--- src/afm_pkg.sv ---
`default_nettype none
package afm_pkg;

  localparam int          AFM_NUM_AXES     = 3;
  localparam int          AFM_STAT_W       = 13;

  // status bit positions
  localparam int          ST_FE_WARN       = 1;
  localparam int          ST_DRV_COMM      = 2;
  localparam int          ST_DRV_ALARM     = 3;
  localparam int          ST_FWD_LIM       = 4;
  localparam int          ST_REV_LIM       = 5;
  localparam int          ST_HOMING        = 6;
  localparam int          ST_FEED_HOLD     = 7;
  localparam int          ST_FE_LIMIT      = 8;
  localparam int          ST_FWD_SW        = 9;
  localparam int          ST_REV_SW        = 10;
  localparam int          ST_CANCEL        = 11;
  localparam int          ST_ENC_OVSPD     = 12;

  // implemented bits per axis
  localparam logic [12:0] AXIS0_IMPL       = 13'h0FFE;
  localparam logic [12:0] AXIS1_IMPL       = 13'h1EF0;
  localparam logic [12:0] AXIS2_IMPL       = 13'h0EF0;
  localparam logic [12:0] MASK_RESET       = 13'h010C;

  localparam logic [7:0]  DRIVE_STATUS_CODE_OK    = 8'h99;

  // input flag numbers
  localparam int          FLAG_DRV_ALARM   = 24;
  localparam int          FLAG_DRV_WARN    = 25;

  // run-time error codes
  localparam logic [7:0]  ERR_DIV_ZERO     = 8'h09;
  localparam logic [7:0]  ERR_RESET_SERVO  = 8'h54;
  localparam logic [7:0]  ERR_REPOWER      = 8'h56;
  localparam logic [7:0]  ERR_NET_TIMEOUT  = 8'h59;

  // register byte offsets
  localparam logic [7:0]  REG_STATUS0      = 8'h00;
  localparam logic [7:0]  REG_STATUS1      = 8'h04;
  localparam logic [7:0]  REG_STATUS2      = 8'h08;
  localparam logic [7:0]  REG_MASK0        = 8'h0C;
  localparam logic [7:0]  REG_MASK1        = 8'h10;
  localparam logic [7:0]  REG_MASK2        = 8'h14;
  localparam logic [7:0]  REG_CTRL         = 8'h18;
  localparam logic [7:0]  REG_MERR         = 8'h1C;
  localparam logic [7:0]  REG_DRV_STAT     = 8'h20;
  localparam logic [7:0]  REG_CMD          = 8'h24;
  localparam logic [7:0]  REG_RUNERR       = 8'h28;
  localparam logic [7:0]  REG_FLAGS        = 8'h2C;

  // command register bits
  localparam int          CMD_HOME0        = 0;
  localparam int          CMD_DRIVE_ALARM_CLEAR_CMD    = 1;
  localparam int          CMD_DRIVE_SYSTEM_RESET_CMD    = 2;
  localparam int          CMD_PARAM_RD     = 3;
  localparam int          CMD_PARAM_WR     = 4;

  localparam logic [1:0]  RESP_OKAY        = 2'b00;
  localparam logic [1:0]  RESP_SLVERR      = 2'b10;

  typedef enum logic [1:0] {CMD_IDLE, CMD_WAIT_LINK} afm_cmd_st_t;

endpackage : afm_pkg
`default_nettype wire

--- src/afm_mask_if.sv ---
`timescale 1ns/1ps
`default_nettype none
interface afm_mask_if;
  logic        wr;
  logic [12:0] wdata;
  logic [12:0] mask;
  modport ctl (output wr, output wdata, input mask);
  modport reg_side (input wr, input wdata, output mask);
endinterface : afm_mask_if
`default_nettype wire

--- src/afm_fault_monitor.sv ---
// Operation
// - one 13-bit status word per axis
// - drive-only bits zero on axes 1, 2
// - per-axis fault mask resets to 268
// - mask write touches only its axis
// - drive alarm sets bit 3, flag 24
// - drive status code, 99h when normal
// - alarm clear cancels only clearable alarms
// - warning sets flag 25, loads code, no disable
// - link fault sets bit 2 of axis 0
// - link lost: monitors invalid, param cmds error
// - keep retrying link after loss
// - clear/reset blocks until link back
// - run error stops or traps, records line/id
// - fixed run-time error codes
// - motion error when status AND mask nonzero
// - motion error drops servo, flags, records axis
// - homing zero or drive reset clears error
`timescale 1ns/1ps
`default_nettype none
module afm_fault_monitor
  import afm_pkg::*;
(
  // clock and reset
  input  wire logic        CLK_SYS,
  input  wire logic        RESETN,
  // axi4-lite write
  input  wire logic [7:0]  S_AXI_AWADDR,
  input  wire logic        S_AXI_AWVALID,
  output var  logic        S_AXI_AWREADY,
  input  wire logic [31:0] S_AXI_WDATA,
  input  wire logic [3:0]  S_AXI_WSTRB,
  input  wire logic        S_AXI_WVALID,
  output var  logic        S_AXI_WREADY,
  output var  logic [1:0]  S_AXI_BRESP,
  output var  logic        S_AXI_BVALID,
  input  wire logic        S_AXI_BREADY,
  // axi4-lite read
  input  wire logic [7:0]  S_AXI_ARADDR,
  input  wire logic        S_AXI_ARVALID,
  output var  logic        S_AXI_ARREADY,
  output var  logic [31:0] S_AXI_RDATA,
  output var  logic [1:0]  S_AXI_RRESP,
  output var  logic        S_AXI_RVALID,
  input  wire logic        S_AXI_RREADY,
  // drive side
  input  wire logic        DRV_ALARM,
  input  wire logic        DRV_ALARM_CLEARABLE,
  input  wire logic        DRV_WARN,
  input  wire logic [7:0]  DRV_CODE,
  input  wire logic        DRV_LINK_OK,
  output var  logic        DRV_LINK_RETRY,
  output var  logic        DRV_ALARM_CLEAR,
  output var  logic        DRV_SYS_RESET,
  output var  logic        SERVO_ON,
  // axis events
  input  wire logic [12:0] AXIS0_EVT,
  input  wire logic [12:0] AXIS1_EVT,
  input  wire logic [12:0] AXIS2_EVT,
  // program error report
  input  wire logic        RUN_ERR_VALID,
  input  wire logic [7:0]  RUN_ERR_CODE,
  input  wire logic [15:0] RUN_ERR_LINE,
  output var  logic        PROG_TRAP,
  output var  logic        PROG_STOP,
  // monitor validity
  output var  logic        MONITOR_VALID
);

  // status words
  logic [12:0] stat_r [AFM_NUM_AXES];
  logic [12:0] evt    [AFM_NUM_AXES];
  logic [12:0] impl   [AFM_NUM_AXES];
  logic [12:0] mask   [AFM_NUM_AXES];
  logic [AFM_NUM_AXES-1:0] hit;

  // control and results
  logic        servo_sw_r;
  logic        trap_en_r;
  logic        merr_r;
  logic [1:0]  err_axis_r;
  logic [7:0]  drv_code_r;
  logic        flag_alarm_r;
  logic        flag_warn_r;
  logic [7:0]  run_err_r;
  logic [15:0] err_line_r;
  logic        param_err_r;
  afm_cmd_st_t cst_r;
  logic        pend_clr_r;
  logic        pend_rst_r;
  logic        clr_armed_r;

  // bus state
  logic        aw_hold_r;
  logic        w_hold_r;
  logic [7:0]  awaddr_r;
  logic [31:0] wdata_r;
  logic [3:0]  wstrb_r;

  assign evt[0]  = AXIS0_EVT;
  assign evt[1]  = AXIS1_EVT;
  assign evt[2]  = AXIS2_EVT;
  assign impl[0] = AXIS0_IMPL;
  assign impl[1] = AXIS1_IMPL;
  assign impl[2] = AXIS2_IMPL;

  // write channel join
  wire       aw_ok   = aw_hold_r | S_AXI_AWVALID;
  wire       w_ok    = w_hold_r | S_AXI_WVALID;
  wire       wr_go   = aw_ok & w_ok & ~S_AXI_BVALID;
  wire [7:0] wa      = aw_hold_r ? awaddr_r : S_AXI_AWADDR;
  wire [31:0] wd     = w_hold_r ? wdata_r : S_AXI_WDATA;
  wire [3:0] ws      = w_hold_r ? wstrb_r : S_AXI_WSTRB;
  wire       lo_full = ws[0] & ws[1];

  // write decode
  wire wr_mask0 = wr_go & lo_full & (wa == REG_MASK0);
  wire wr_mask1 = wr_go & lo_full & (wa == REG_MASK1);
  wire wr_mask2 = wr_go & lo_full & (wa == REG_MASK2);
  wire wr_ctrl  = wr_go & ws[0] & (wa == REG_CTRL);
  wire wr_cmd   = wr_go & ws[0] & (wa == REG_CMD);
  wire wr_known = (wa == REG_MASK0) | (wa == REG_MASK1) | (wa == REG_MASK2) |
                  (wa == REG_CTRL) | (wa == REG_CMD);

  wire cmd_home  = wr_cmd & wd[CMD_HOME0];
  wire cmd_clr   = wr_cmd & wd[CMD_DRIVE_ALARM_CLEAR_CMD];
  wire cmd_rst   = wr_cmd & wd[CMD_DRIVE_SYSTEM_RESET_CMD];
  wire cmd_param = wr_cmd & (wd[CMD_PARAM_RD] | wd[CMD_PARAM_WR]);

  // clear/reset only complete with link up
  wire do_clr = DRV_LINK_OK & (cmd_clr | pend_clr_r);
  wire do_rst = DRV_LINK_OK & (cmd_rst | pend_rst_r);

  // mask registers
  afm_mask_if mif [AFM_NUM_AXES] ();
  assign mif[0].wr    = wr_mask0;
  assign mif[1].wr    = wr_mask1;
  assign mif[2].wr    = wr_mask2;
  assign mif[0].wdata = wd[12:0];
  assign mif[1].wdata = wd[12:0];
  assign mif[2].wdata = wd[12:0];

  generate
    for (genvar g = 0; g < AFM_NUM_AXES; g++) begin : g_ax
      afm_mask_reg u_mask (
        .clk   (CLK_SYS),
        .rst_n (RESETN),
        .m     (mif[g])
      );
      assign mask[g] = mif[g].mask;
      assign hit[g]  = |(stat_r[g] & mask[g]);
    end
  endgenerate

  // status next values
  logic [12:0] stat_nxt [AFM_NUM_AXES];
  always_comb begin
    for (int i = 0; i < AFM_NUM_AXES; i++) begin
      stat_nxt[i] = (stat_r[i] | evt[i]) & impl[i];
      if (cmd_home | do_rst) stat_nxt[i] = evt[i] & impl[i];
    end
    if (DRV_ALARM) stat_nxt[0][ST_DRV_ALARM] = 1'b1;
    else if (clr_armed_r) stat_nxt[0][ST_DRV_ALARM] = 1'b0;
    if (!DRV_LINK_OK) stat_nxt[0][ST_DRV_COMM] = 1'b1;
    else if (do_clr) stat_nxt[0][ST_DRV_COMM] = 1'b0;
  end

  always_ff @(posedge CLK_SYS or negedge RESETN) begin
    if (!RESETN) begin
      for (int i = 0; i < AFM_NUM_AXES; i++) stat_r[i] <= 13'h0000;
    end else begin
      for (int i = 0; i < AFM_NUM_AXES; i++) stat_r[i] <= stat_nxt[i];
    end
  end

  // first failing axis, lowest wins
  wire [1:0] first_ax = hit[0] ? 2'd0 : (hit[1] ? 2'd1 : 2'd2);
  wire       merr_clr = cmd_home | do_rst;

  always_ff @(posedge CLK_SYS or negedge RESETN) begin
    if (!RESETN) begin
      merr_r     <= 1'b0;
      err_axis_r <= 2'd0;
    end else if (|hit & ~merr_r) begin
      merr_r     <= 1'b1;
      err_axis_r <= first_ax;
    end else if (merr_clr) begin
      merr_r     <= 1'b0;
    end
  end

  // servo switch, forced off by motion error
  always_ff @(posedge CLK_SYS or negedge RESETN) begin
    if (!RESETN) begin
      servo_sw_r <= 1'b0;
      trap_en_r  <= 1'b0;
    end else if (wr_ctrl) begin
      servo_sw_r <= wd[0];
      trap_en_r  <= wd[1];
    end else if (merr_r) begin
      servo_sw_r <= 1'b0;
    end
  end

  // drive status code and flags
  always_ff @(posedge CLK_SYS or negedge RESETN) begin
    if (!RESETN) begin
      drv_code_r   <= DRIVE_STATUS_CODE_OK;
      flag_alarm_r <= 1'b0;
      flag_warn_r  <= 1'b0;
      clr_armed_r  <= 1'b0;
    end else begin
      clr_armed_r  <= (do_clr & DRV_ALARM_CLEARABLE) | (clr_armed_r & DRV_ALARM);
      drv_code_r   <= (DRV_ALARM | DRV_WARN) ? DRV_CODE : DRIVE_STATUS_CODE_OK;
      flag_alarm_r <= DRV_ALARM;
      flag_warn_r  <= DRV_WARN;
    end
  end

  // clear/reset command sequencer
  always_ff @(posedge CLK_SYS or negedge RESETN) begin
    if (!RESETN) begin
      cst_r      <= CMD_IDLE;
      pend_clr_r <= 1'b0;
      pend_rst_r <= 1'b0;
    end else begin
      case (cst_r)
        CMD_IDLE: begin
          if ((cmd_clr | cmd_rst) & ~DRV_LINK_OK) begin
            cst_r      <= CMD_WAIT_LINK;
            pend_clr_r <= cmd_clr;
            pend_rst_r <= cmd_rst;
          end
        end
        CMD_WAIT_LINK: begin
          if (DRV_LINK_OK) begin
            cst_r      <= CMD_IDLE;
            pend_clr_r <= 1'b0;
            pend_rst_r <= 1'b0;
          end
        end
        default: cst_r <= CMD_IDLE;
      endcase
    end
  end

  // drive-facing pulses and link retry
  always_ff @(posedge CLK_SYS or negedge RESETN) begin
    if (!RESETN) begin
      DRV_ALARM_CLEAR <= 1'b0;
      DRV_SYS_RESET   <= 1'b0;
      DRV_LINK_RETRY  <= 1'b0;
      SERVO_ON        <= 1'b0;
      MONITOR_VALID   <= 1'b0;
      param_err_r     <= 1'b0;
    end else begin
      DRV_ALARM_CLEAR <= do_clr;
      DRV_SYS_RESET   <= do_rst;
      DRV_LINK_RETRY  <= ~DRV_LINK_OK;
      SERVO_ON        <= servo_sw_r & ~merr_r & ~|hit & ~DRV_ALARM;
      MONITOR_VALID   <= DRV_LINK_OK;
      if (cmd_param) param_err_r <= ~DRV_LINK_OK;
    end
  end

  // run-time error capture
  wire link_cmd_err = cmd_param & ~DRV_LINK_OK;
  always_ff @(posedge CLK_SYS or negedge RESETN) begin
    if (!RESETN) begin
      run_err_r  <= 8'h00;
      err_line_r <= 16'h0000;
      PROG_TRAP  <= 1'b0;
      PROG_STOP  <= 1'b0;
    end else begin
      PROG_TRAP <= 1'b0;
      PROG_STOP <= 1'b0;
      if (RUN_ERR_VALID) begin
        run_err_r  <= RUN_ERR_CODE;
        err_line_r <= RUN_ERR_LINE;
        PROG_TRAP  <= trap_en_r;
        PROG_STOP  <= ~trap_en_r;
      end else if (link_cmd_err) begin
        run_err_r <= ERR_REPOWER;
        PROG_TRAP <= trap_en_r;
        PROG_STOP <= ~trap_en_r;
      end
    end
  end

  // read mux
  wire [7:0]  ra = S_AXI_ARADDR;
  logic [31:0] rmux;
  logic        rhit;
  always_comb begin
    rhit = 1'b1;
    if (ra == REG_STATUS0) rmux = {19'h0, stat_r[0]};
    else if (ra == REG_STATUS1) rmux = {19'h0, stat_r[1]};
    else if (ra == REG_STATUS2) rmux = {19'h0, stat_r[2]};
    else if (ra == REG_MASK0) rmux = {19'h0, mask[0]};
    else if (ra == REG_MASK1) rmux = {19'h0, mask[1]};
    else if (ra == REG_MASK2) rmux = {19'h0, mask[2]};
    else if (ra == REG_CTRL) rmux = {30'h0, trap_en_r, servo_sw_r};
    else if (ra == REG_MERR) rmux = {29'h0, err_axis_r, merr_r};
    else if (ra == REG_DRV_STAT) rmux = {24'h0, drv_code_r};
    else if (ra == REG_CMD) rmux = {27'h0, param_err_r, 2'b00, cst_r == CMD_WAIT_LINK, 1'b0};
    else if (ra == REG_RUNERR) rmux = {err_line_r, 8'h00, run_err_r};
    else if (ra == REG_FLAGS) rmux = {6'h0, flag_warn_r, flag_alarm_r, 24'h0};
    else begin
      rmux = 32'h0000_0000;
      rhit = 1'b0;
    end
  end

  // axi write channel
  always_ff @(posedge CLK_SYS or negedge RESETN) begin
    if (!RESETN) begin
      aw_hold_r     <= 1'b0;
      w_hold_r      <= 1'b0;
      awaddr_r      <= 8'h00;
      wdata_r       <= 32'h0000_0000;
      wstrb_r       <= 4'h0;
      S_AXI_AWREADY <= 1'b1;
      S_AXI_WREADY  <= 1'b1;
      S_AXI_BVALID  <= 1'b0;
      S_AXI_BRESP   <= RESP_OKAY;
    end else if (wr_go) begin
      aw_hold_r     <= 1'b0;
      w_hold_r      <= 1'b0;
      S_AXI_AWREADY <= 1'b0;
      S_AXI_WREADY  <= 1'b0;
      S_AXI_BVALID  <= 1'b1;
      S_AXI_BRESP   <= wr_known ? RESP_OKAY : RESP_SLVERR;
    end else begin
      if (S_AXI_AWVALID & S_AXI_AWREADY) begin
        aw_hold_r     <= 1'b1;
        awaddr_r      <= S_AXI_AWADDR;
        S_AXI_AWREADY <= 1'b0;
      end
      if (S_AXI_WVALID & S_AXI_WREADY) begin
        w_hold_r     <= 1'b1;
        wdata_r      <= S_AXI_WDATA;
        wstrb_r      <= S_AXI_WSTRB;
        S_AXI_WREADY <= 1'b0;
      end
      if (S_AXI_BVALID & S_AXI_BREADY) begin
        S_AXI_BVALID  <= 1'b0;
        S_AXI_AWREADY <= 1'b1;
        S_AXI_WREADY  <= 1'b1;
      end
    end
  end

  // axi read channel
  always_ff @(posedge CLK_SYS or negedge RESETN) begin
    if (!RESETN) begin
      S_AXI_ARREADY <= 1'b1;
      S_AXI_RVALID  <= 1'b0;
      S_AXI_RDATA   <= 32'h0000_0000;
      S_AXI_RRESP   <= RESP_OKAY;
    end else if (S_AXI_ARVALID & S_AXI_ARREADY) begin
      S_AXI_ARREADY <= 1'b0;
      S_AXI_RVALID  <= 1'b1;
      S_AXI_RDATA   <= rmux;
      S_AXI_RRESP   <= rhit ? RESP_OKAY : RESP_SLVERR;
    end else if (S_AXI_RVALID & S_AXI_RREADY) begin
      S_AXI_RVALID  <= 1'b0;
      S_AXI_ARREADY <= 1'b1;
    end
  end

endmodule : afm_fault_monitor
`default_nettype wire

--- src/afm_mask_reg.sv ---
`timescale 1ns/1ps
`default_nettype none
module afm_mask_reg
  import afm_pkg::*;
(
  // clock and reset
  input wire logic   clk,
  input wire logic   rst_n,
  // mask access
  afm_mask_if.reg_side m
);
  logic [12:0] mask_r;

  always_ff @(posedge clk or negedge rst_n) begin
    if (!rst_n) mask_r <= MASK_RESET;
    else if (m.wr) mask_r <= m.wdata;
  end

  assign m.mask = mask_r;
endmodule : afm_mask_reg
`default_nettype wire

--- config.mk ---
export PLATFORM = sky130hd
export DESIGN_NAME = afm_fault_monitor
export DESIGN_NICKNAME = d
export VERILOG_FILES = /design/src/afm_pkg.sv /design/src/afm_mask_if.sv /design/src/afm_fault_monitor.sv /design/src/afm_mask_reg.sv
export SDC_FILE = /design/constraint.sdc
export NUM_CORES = 1
export LEC_CHECK = 0
export ABC_CLOCK_PERIOD_IN_PS = 2600
export BUFFER_PORTS_ARGS = -buffer_cell sky130_fd_sc_hd__buf_2
export CORE_UTILIZATION = 46
export DETAILED_ROUTE_END_ITERATION = 8
export PLACE_DENSITY_LB_ADDON = 0.2
export SLEW_MARGIN = 40
export SYNTH_ARGS = -nofsm -noshare
export SYNTH_HDL_FRONTEND = slang
export SYNTH_SLANG_ARGS = --single-unit
--- constraint.sdc ---
create_clock -name CLK_SYS -period 2.6 [get_ports CLK_SYS]
set_input_delay 0.13 -clock CLK_SYS [delete_from_list [all_inputs] [get_ports CLK_SYS]]
set_output_delay 0.13 -clock CLK_SYS [all_outputs]
set_load 0.02 [all_outputs]
Word level (Yosys, flattened, before mapping):

Cells that the tools add are included.

* equal/unequal tests: 19
* multiplexer cells: 73
* bitwise gates (word level): 54
* reductions and logical operators: 20

Operators with widths (count)
* 2-to-1 mux 32 bit: 11
* equality test 8 x 5 -> 1 bit (second input constant): 7
* 2-to-1 mux 1 bit: 43
* equality test 8 x 6 -> 1 bit (second input constant): 5
* OR reduction 39 bit: 1
* 2-to-1 mux 8 bit: 4
* bitwise AND 1 bit: 29
* bitwise AND 12 x 13 -> 13 bit: 2
* 2-to-1 mux 13 bit: 2
* 2-to-1 mux 26 bit: 1
* OR reduction 13 bit: 2
* equality test 8 x 4 -> 1 bit (second input constant): 3
* 2-to-1 mux 12 bit: 2
* OR 12 bit: 2
* nonzero test 2 bit: 8
* 2-to-1 mux 2 bit: 7
* bitwise AND 13 bit: 1
* OR 1 bit: 13
* OR 13 bit: 1
* equality test 8 x 3 -> 1 bit (second input constant): 1
* logical NOT 8 bit: 1
* inverter 1 bit: 6
* AND reduction 2 bit: 3
* nonzero test 3 bit: 2
* other kinds (7): 9

* register bits after elaboration: 194
* input bits: 135
* output and inout port bits: 48
* word-level logic and storage cells: 206

Logic depth before layout (Yosys ltp):

Gate-level depths: netlist of the first run.

* depth in word-level cells: 14
* gate-level depth with buffers: 8
* gate-level depth less buffers: 5

Cells and area by module:

From an unflattened synthesis of the first run, not the netlist that was laid out.

* cells, all modules: 650
* area, all modules: 8141.6 um2

Modules (own cells, without submodules)
* afm_fault_monitor: times used 1, cells each 569, area an instance 6568.8 um2, sequential area each 3462.1 um2
* afm_mask_reg: times used 3, cells each 27, area an instance 524.3 um2, sequential area each 329.1 um2

Worst setup path after synthesis of the first run:

No wires, ideal clock.

* path type: register to register
* start: register S_AXI_BVALID
* end: register stat_r[10] in the netlist's numbering
* setup time: 118 ps
* arrival time: 2008 ps
* data required time: 2482 ps
* setup slack: 474 ps
* stages on the path, launching flop included: 7
* buffers on the path: 1
* clock period less this slack: 2126 ps
* path through: dfrtp_1 > o21bai_1 > or3_1 > o41ai_2 > a21oi_1 > buf_2 > a21o_1

RTL lines
* start, declared: line afm_fault_monitor.sv:36 `output var logic S_AXI_BVALID,`
* start signal, assigned: line afm_fault_monitor.sv:324 `S_AXI_BVALID <= 1'b0;`
* start signal, assigned: line afm_fault_monitor.sv:331 `S_AXI_BVALID <= 1'b1;`
* start signal, assigned: line afm_fault_monitor.sv:346 `S_AXI_BVALID <= 1'b0;`
* end, declared: line afm_fault_monitor.sv:71 `logic [12:0] stat_r [AFM_NUM_AXES];`

==> results.json, run 1 <==
{
  "fp.dieW_um": 135,
  "grt_pass1_wl_um": 35800,
  "endpoint_kind": "flip-flop",
  "cts_buffers": 17,
  "cts_resized": 0,
  "async_flop_share_pct": 100,
  "layout_commonest_cell": "dfrtp_1",
  "hold_viol_final": 0,
  "portBuffers": 143,
  "antenna_found_initial": 0,
  "yosysUniqueCellTypes": 68,
  "start_kind": "flip-flop",
  "final_nets": 1092,
  "synth-edff-count": 0,
  "n_antenna_cell": 0,
  "rsz0062_at_grt": "no",
  "via_per_inst": 5.68,
  "worstSkewPairLatency_ns": 0.43,
  "power_leakage_nw": 5.03,
  "drc": 0,
  "drive_gt1_share_pct": 33.9,
  "grt_pass1_vias": 6712,
  "grt_max_degree": 74,
  "clock_path_buffers": 2,
  "cts_root_buf": "clkbuf_16",
  "p_total_mw": 7.96,
  "wire_per_inst_um": 19.2,
  "vdd_ir_drop_max_v": 0.000514,
  "multi_input_comb_area_um2": 3510,
  "outcome": "finished clean",
  "path_clk_slew_ns": 0.07,
  "cpMostUsedCell": "buf_4",
  "finalCritPeriodShare_pct": 90.4,
  "die_h_um": 135,
  "crit_fanout": 24,
  "coreArea_um2": 17400,
  "max_cap_viol_count": 0,
  "cts_sinks": 177,
  "layout-area-overhead-vs-synth_pct": 31.2,
  "finalCriticalPeriod_ns": 2.35,
  "ys_seq_elements": 177,
  "worst_pin_slew_ns": 0.715,
  "initial_core_util_pct": 47.2,
  "cts_tree": "yes",
  "fin_skew_ns": 0.00773,
  "yosys.area.top_type": "dfrtp_1",
  "synth_area_leaders": "dfrtp_1, mux2_2, dfstp_2",
  "syn_avg_cell_area_um2": 11.4,
  "grt_use_total_pct": 25.8,
  "worstHoldPathType": "primary input to flip-flop",
  "syn_inst": 716,
  "critPathArrivalTime_ns": 2.67,
  "final_cell_mix": "dfrtp_1, buf_2, mux2_2",
  "slew_headroom_pct": 52.2,
  "synth_warnings": 0,
  "fmax_ghz": 0.425,
  "drv_slew": 0,
  "via_count": 6782,
  "setup_viol": 0,
  "place.gp.congestion": 0.917,
  "slowest_delay_ns": 0.55,
  "synth-main-ff-cell": "dfrtp_1",
  "ioPinCount": 183,
  "critPathRequiredTime_ns": 2.92,
  "fin_hold_ws_ns": 0.172,
  "synth_top_area_share_pct": 49.2,
  "crit_chain": "o21bai_1 -> or3_1 -> nor3_2 -> buf_4 -> a21oi_2 -> buf_4 -> a21o_1",
  "fill_cells": 1362,
  "ant_nets": 0,
  "cellPowerDensity_nw_per_um2": 740,
  "drt-total-wl_um": 23000,
  "dr.pass1.iters": 8,
  "rows": 48,
  "drt-initial-drc-count": 431,
  "setup_tns_ns": 0,
  "grt-ovfl-total": 0,
  "dieArea_um2": 18400,
  "dpl.hpwl_um": 16400,
  "syn-cell-area_um2": 8190,
  "synth-seq-area-share_pct": 54.3,
  "crit_path_top_delay_cell": "dfrtp_1",
  "setup.worst_path.class": "flip-flop to flip-flop",
  "seqCellArea_um2": 4450,
  "htreeDepth": 4
}
registers in the layout (all words and copies together) (netlist names), 2 cells and up:
register and count:
stat_r 26, wstrb_r 2, wdata_r 13, drv_code_r 8
err_axis_r 2, awaddr_r 8, g_ax.u_mask.m.mask 39, S_AXI_RDATA 29
err_line_r 16, run_err_r 8
layer usage:
layer | global-route usage [%] | share of wire [%] | wire length (um) | vias to the layer above
li1 | - | - | - | 3096
met1 | 35.6 | 45 | 10400 | 3367
met2 | 40.8 | 46 | 10600 | 283
met3 | 4.26 | 6.2 | 1420 | 36
met4 | 9.80 | 2.3 | 521 | 0
met5 | 0 | 0 | 0 | -
synthesized netlist by cell type (4+ instances only):
library cell,number
dfrtp_1,161
mux2_2,95
nand2_1,67
nor2_1,41
a21o_1,28
a21oi_1,23
clkbuf_1,23
nand3_1,22
o21ai_0,21
dfstp_2,16
mux2i_1,16
inv_1,15
nor2b_1,15
a22oi_1,12
and3_1,11
a22o_1,10
nor3_1,9
a221oi_1,8
a31oi_1,7
buf_1,7
buf_2,6
nand2b_1,6
o32ai_1,6
and2_1,5
buf_4,5
nor4_1,5
or2_2,5
a211o_1,4
a222oi_1,4
or3_1,4
worst max-delay path: cells and delay by family (launching register included):
kind | cells | cell delay [ns]
AOI/OAI and AO/OA | 3 | 0.46
buffers and inverters | 2 | 0.44
DFF | 1 | 0.55
and+or+nand+nor | 2 | 0.77
power by group:
part           switching (mW)  internal (mW)  total, mW
logic                   0.980          0.899       1.88
clock network            1.11           1.40       2.50
registers               0.347           3.22       3.57
what timing repair did:
| item | 4_1_cts | 5_1_grt |
|---|---|---|
| setup buffers | 0 | 0 |
| hold endpoints to repair | 158 | 0 |
| hold buffers | 92 | 0 |
cell families after synthesis:
| group | after synthesis | share of synthesized area [%] |
|---|---|---|
| simple gates | 210 | 12.8 |
| flops | 177 | 54.3 |
| compound gates | 155 | 13.9 |
| mux | 113 | 15.6 |
| buf+inv | 59 | 3.22 |
| xor+xnor | 1 | 0.107 |
| other cells | 1 | 0.0458 |
worst paths after layout:
path | start | end | slack, ns | depth (start not counted)
worst max-delay path | aw_hold_r$_DFFE_PN0P_ | stat_r[10]$_DFF_PN0_ | 0.25 | 7
worst min-delay path | S_AXI_ARADDR[5] | S_AXI_RRESP[1]$_DFFE_PN0P_ | 0.17 | 3
worst max register to register | aw_hold_r$_DFFE_PN0P_ | stat_r[10]$_DFF_PN0_ | 0.25 | 7
worst min register to register | S_AXI_RDATA[26]$_DFFE_PN0P_ | S_AXI_RDATA[26]$_DFFE_PN0P_ | 0.47 | 2
max in group asynchronous | RESETN | S_AXI_AWREADY$_DFFE_PN1P_ | 1.52 | 3
min in group asynchronous | RESETN | S_AXI_RDATA[18]$_DFFE_PN0P_ | 0.30 | 2
stage by stage:
stage / instance area, um2 / setup WS (ns) / std cells / utilization, %
floorplan: 8210 / 0.474 / 720 / -
global placement: 9240 / 0.331 / 1071 / 53.2
detailed placement: 9240 / 0.269 / 1071 / 53.3
CTS: 10700 / 0.250 / 1195 / 61.9
global route: 10700 / 0.0329 / 1195 / 61.9
finish: 10700 / 0.250 / 1195 / 61.9
layout make-up:
class / count / area share [%]
clock buffer: 21 / 4.38
clock inverter: 11 / 0.990
inverter: 15 / 0.524
multi-input combinational: 484 / 32.7
sequential: 177 / 41.4
tap: 225 / 2.62
timing repair buffer: 262 / 17.4
Power figures use the tool's default switching activity.
==> run 2, diff against run 1 <==
--- a/config.mk
+++ b/config.mk
@@ -13,4 +13,5 @@
 export SLEW_MARGIN = 40
 export SYNTH_ARGS = -nofsm -noshare
 export SYNTH_HDL_FRONTEND = slang
+export SYNTH_HIERARCHICAL = 1
 export SYNTH_SLANG_ARGS = --single-unit
==> run 2 against run 1 <==
Area after synthesis decreased by 0.64%. Sequential cell count unchanged. Largest cell class unchanged. Design area decreased by 1.5%. Combinational power decreased by 5%. Highest routed layer unchanged. Critical path type unchanged. Fmax decreased by 1.8%. Register-to-register slack got worse by 0.04 ns.
==> results.json, run 2 <==
{
  "syn-cell-area_um2": 8140,
  "syn_inst": 650,
  "path_buf_inv": 1,
  "postCtsSetupRepairBufs": 0,
  "drc": 0,
  "cellPowerDensity_nw_per_um2": 737,
  "finalCriticalPeriod_ns": 2.39,
  "start_kind": "flip-flop",
  "grt_max_degree": 66,
  "place.gp.congestion": 0.921,
  "fill_cells": 1406,
  "setup.worst_path.class": "flip-flop to flip-flop",
  "multi_input_comb_area_um2": 3430,
  "ant_nets": 0,
  "antenna_found_initial": 0,
  "clock_path_buffers": 2,
  "async_flop_share_pct": 100,
  "crit_chain": "nor4_1 -> a22oi_1 -> nor3_1 -> nand2_1 -> nor4_2 -> buf_4 -> mux2_2",
  "setup_tns_ns": 0,
  "hold_viol_final": 0,
  "cpLargestDelayFamily": "simple AND/OR/NAND/NOR gates",
  "synth_top_area_share_pct": 49.5,
  "setup_viol": 0,
  "slowest_delay_ns": 0.37,
  "critPathArrivalTime_ns": 2.71,
  "synth.most_common_cell": "dfrtp_1",
  "crit_fanout": 13,
  "worstHoldStart": "S_AXI_ARADDR[5]",
  "grt_pass1_vias": 6334,
  "dr.pass1.iters": 5,
  "via_count": 6180,
  "holdPathEnd": "S_AXI_RRESP[1]$_DFFE_PN0P_",
  "grt_pass1_wl_um": 33400,
  "fp.dieW_um": 135,
  "synth-edff-count": 0,
  "crit_path_top_delay_cell": "dfrtp_1",
  "fmax_ghz": 0.418,
  "synth-main-ff-cell": "dfrtp_1",
  "max_cap_viol_count": 0,
  "grt-ovfl-total": 0,
  "r2r_cells": 7,
  "fin_hold_ws_ns": 0.162,
  "layout-area-overhead-vs-synth_pct": 30.0,
  "dpl.cell_count": 998,
  "rsz0062_at_grt": "no",
  "finalCritPeriodShare_pct": 92.1,
  "rr_startpoint": "awaddr_r[0]$_DFFE_PN0P_",
  "cts_resized": 0,
  "cts_root_buf": "clkbuf_16",
  "initial_core_util_pct": 47.1,
  "cts_sinks": 177,
  "path_clk_slew_ns": 0.06,
  "dpl.hpwl_um": 15000,
  "worstSkewPairLatency_ns": 0.43,
  "ys_seq_elements": 177,
  "drt-initial-drc-count": 403,
  "rows": 48,
  "synth_warnings": 6,
  "final_cells": 1122,
  "worst_pin_slew_ns": 0.853,
  "drv_slew": 0,
  "yosys.area.top_type": "dfrtp_1",
  "power_leakage_nw": 4.76,
  "htreeDepth": 4,
  "synth_area_leaders": "dfrtp_1, mux2_2, mux2_4",
  "grt_use_total_pct": 24.3,
  "outcome": "finished clean",
  "layout_commonest_cell": "dfrtp_1",
  "ioPinCount": 183,
  "critPathRequiredTime_ns": 2.92,
  "drive_gt1_share_pct": 36.0,
  "wire_per_inst_um": 18.8,
  "slew_headroom_pct": 43.1,
  "cts_buffers": 17,
  "die_h_um": 135,
  "vdd_ir_drop_max_v": 0.000525,
  "yosysUniqueCellTypes": 73,
  "endpoint_kind": "flip-flop",
  "final_cell_mix": "dfrtp_1, buf_2, dlygate4sd3_1",
  "n_antenna_cell": 0,
  "synth_common_cells": "dfrtp_1, mux2_2, nand2_1",
  "seqCellArea_um2": 4450,
  "dieArea_um2": 18200,
  "drt-total-wl_um": 21100,
  "portBuffers": 143,
  "coreArea_um2": 17300,
  "r2r-end": "g_ax[2].u_mask/m.mask[10]$_DFFE_PN0P_",
  "cts_tree": "yes",
  "fin_skew_ns": 0.00792,
  "min_delay_path_depth": 3,
  "worstHoldPathType": "primary input to flip-flop",
  "reg2reg_slack_ns": 0.21,
  "largest_reg_flops": 39,
  "via_per_inst": 5.51,
  "syn_avg_cell_area_um2": 12.5,
  "final_nets": 1019,
  "synth-seq-area-share_pct": 54.6
}
[run 2: cell types whose count changed after synthesis, sizes merged, moves of 5 or more]
cell,change
a22o,+12
a21oi,+7
clkbuf,-9
nand2,-28
nand3,-13
o22ai,+5
nor2b,-9
nor2,-17
and3,-7
[run 2: kinds of logic (layout without fill, tap and decap cells)]
| family | Yosys count | count (layout) | share of synthesized area (%) |
|---|---|---|---|
| flops | 177 | 177 | 54.6 |
| buf+inv | 56 | 299 | 3.67 |
| simple gates | 129 | 129 | 8.94 |
| compound gates | 168 | 168 | 15.2 |
| xor+xnor | 2 | 2 | 0.215 |
| other cells | 1 | 5 | 0.0461 |
| mux | 117 | 117 | 17.3 |
[run 2: cell type report]
class	count	share of cell area [%]
clock inverters	8	0.969
inverters	17	0.603
well taps	225	2.66
multi-input cells	421	32.4
repair buffers	250	16.8
clock buffers	24	4.55
flip-flops and latches	177	42.0
[run 2: worst max path at each step]
| stage | from | endpoint | slack, ns | depth (start not counted) |
|---|---|---|---|---|
| finish | awaddr_r[0]$_DFFE_PN0P_ | g_ax[2].u_mask/m.mask[10]$_DFFE_PN0P_ | 0.21 | 7 |
| global route | awaddr_r[0]$_DFFE_PN0P_ | g_ax[1].u_mask/m.mask[0]$_DFFE_PN0P_ | 0.02 | 7 |
| CTS | awaddr_r[0]$_DFFE_PN0P_ | g_ax[2].u_mask/m.mask[10]$_DFFE_PN0P_ | 0.19 | 7 |
| detailed placement | awaddr_r[0]$_DFFE_PN0P_ | g_ax[2].u_mask/m.mask[10]$_DFFE_PN0P_ | 0.20 | 7 |
| global placement | awaddr_r[0]$_DFFE_PN0P_ | g_ax[1].u_mask/m.mask[10]$_DFFE_PN0P_ | 0.23 | 7 |
| floorplan | S_AXI_BVALID$_DFFE_PN0P_ | g_ax[1].u_mask/m.mask[11]$_DFFE_PN0P_ | 0.13 | 7 |
[run 2: repair_timing]
item,4_1_cts,5_1_grt
hold endpoints to repair,143,0
hold buffers,92,0
setup endpoints to repair,0,0
[run 2: power by group]
group	switching [mW]	internal (mW)
Sequential	0.289	3.19
Combinational	0.947	0.846
Clock	1.03	1.49
Total	2.27	5.53
[run 2: worst register-to-register path: stages, from the launching register on]
cell	delay, ns
dfrtp_1	0.37
nor4_1	0.37
a22oi_1	0.17
nor3_1	0.28
nand2_1	0.16
nor4_2	0.26
buf_4	0.30
mux2_2	0.37
[run 2: routing by layer]
layer / GRT usage, % / wire [um] / up-vias
met5: 0 / 0 / -
met4: 10.8 / 628 / 0
met3: 5.33 / 1100 / 51
met2: 39.7 / 9890 / 224
met1: 31.2 / 9500 / 3040
li1: - / - / 2865
[run 2: stage by stage]
stage	cell area (um2)	power (mW)	util, %	setup slack, ns
after global routing	10600	8.16	61.2	0.0213
final	10600	7.80	61.2	0.206
after global placement	9080	5.12	52.5	0.226
after CTS	10600	7.85	61.2	0.188
after detailed placement	9080	5.21	52.5	0.203
after floorplan	8160	4.61	-	0.126
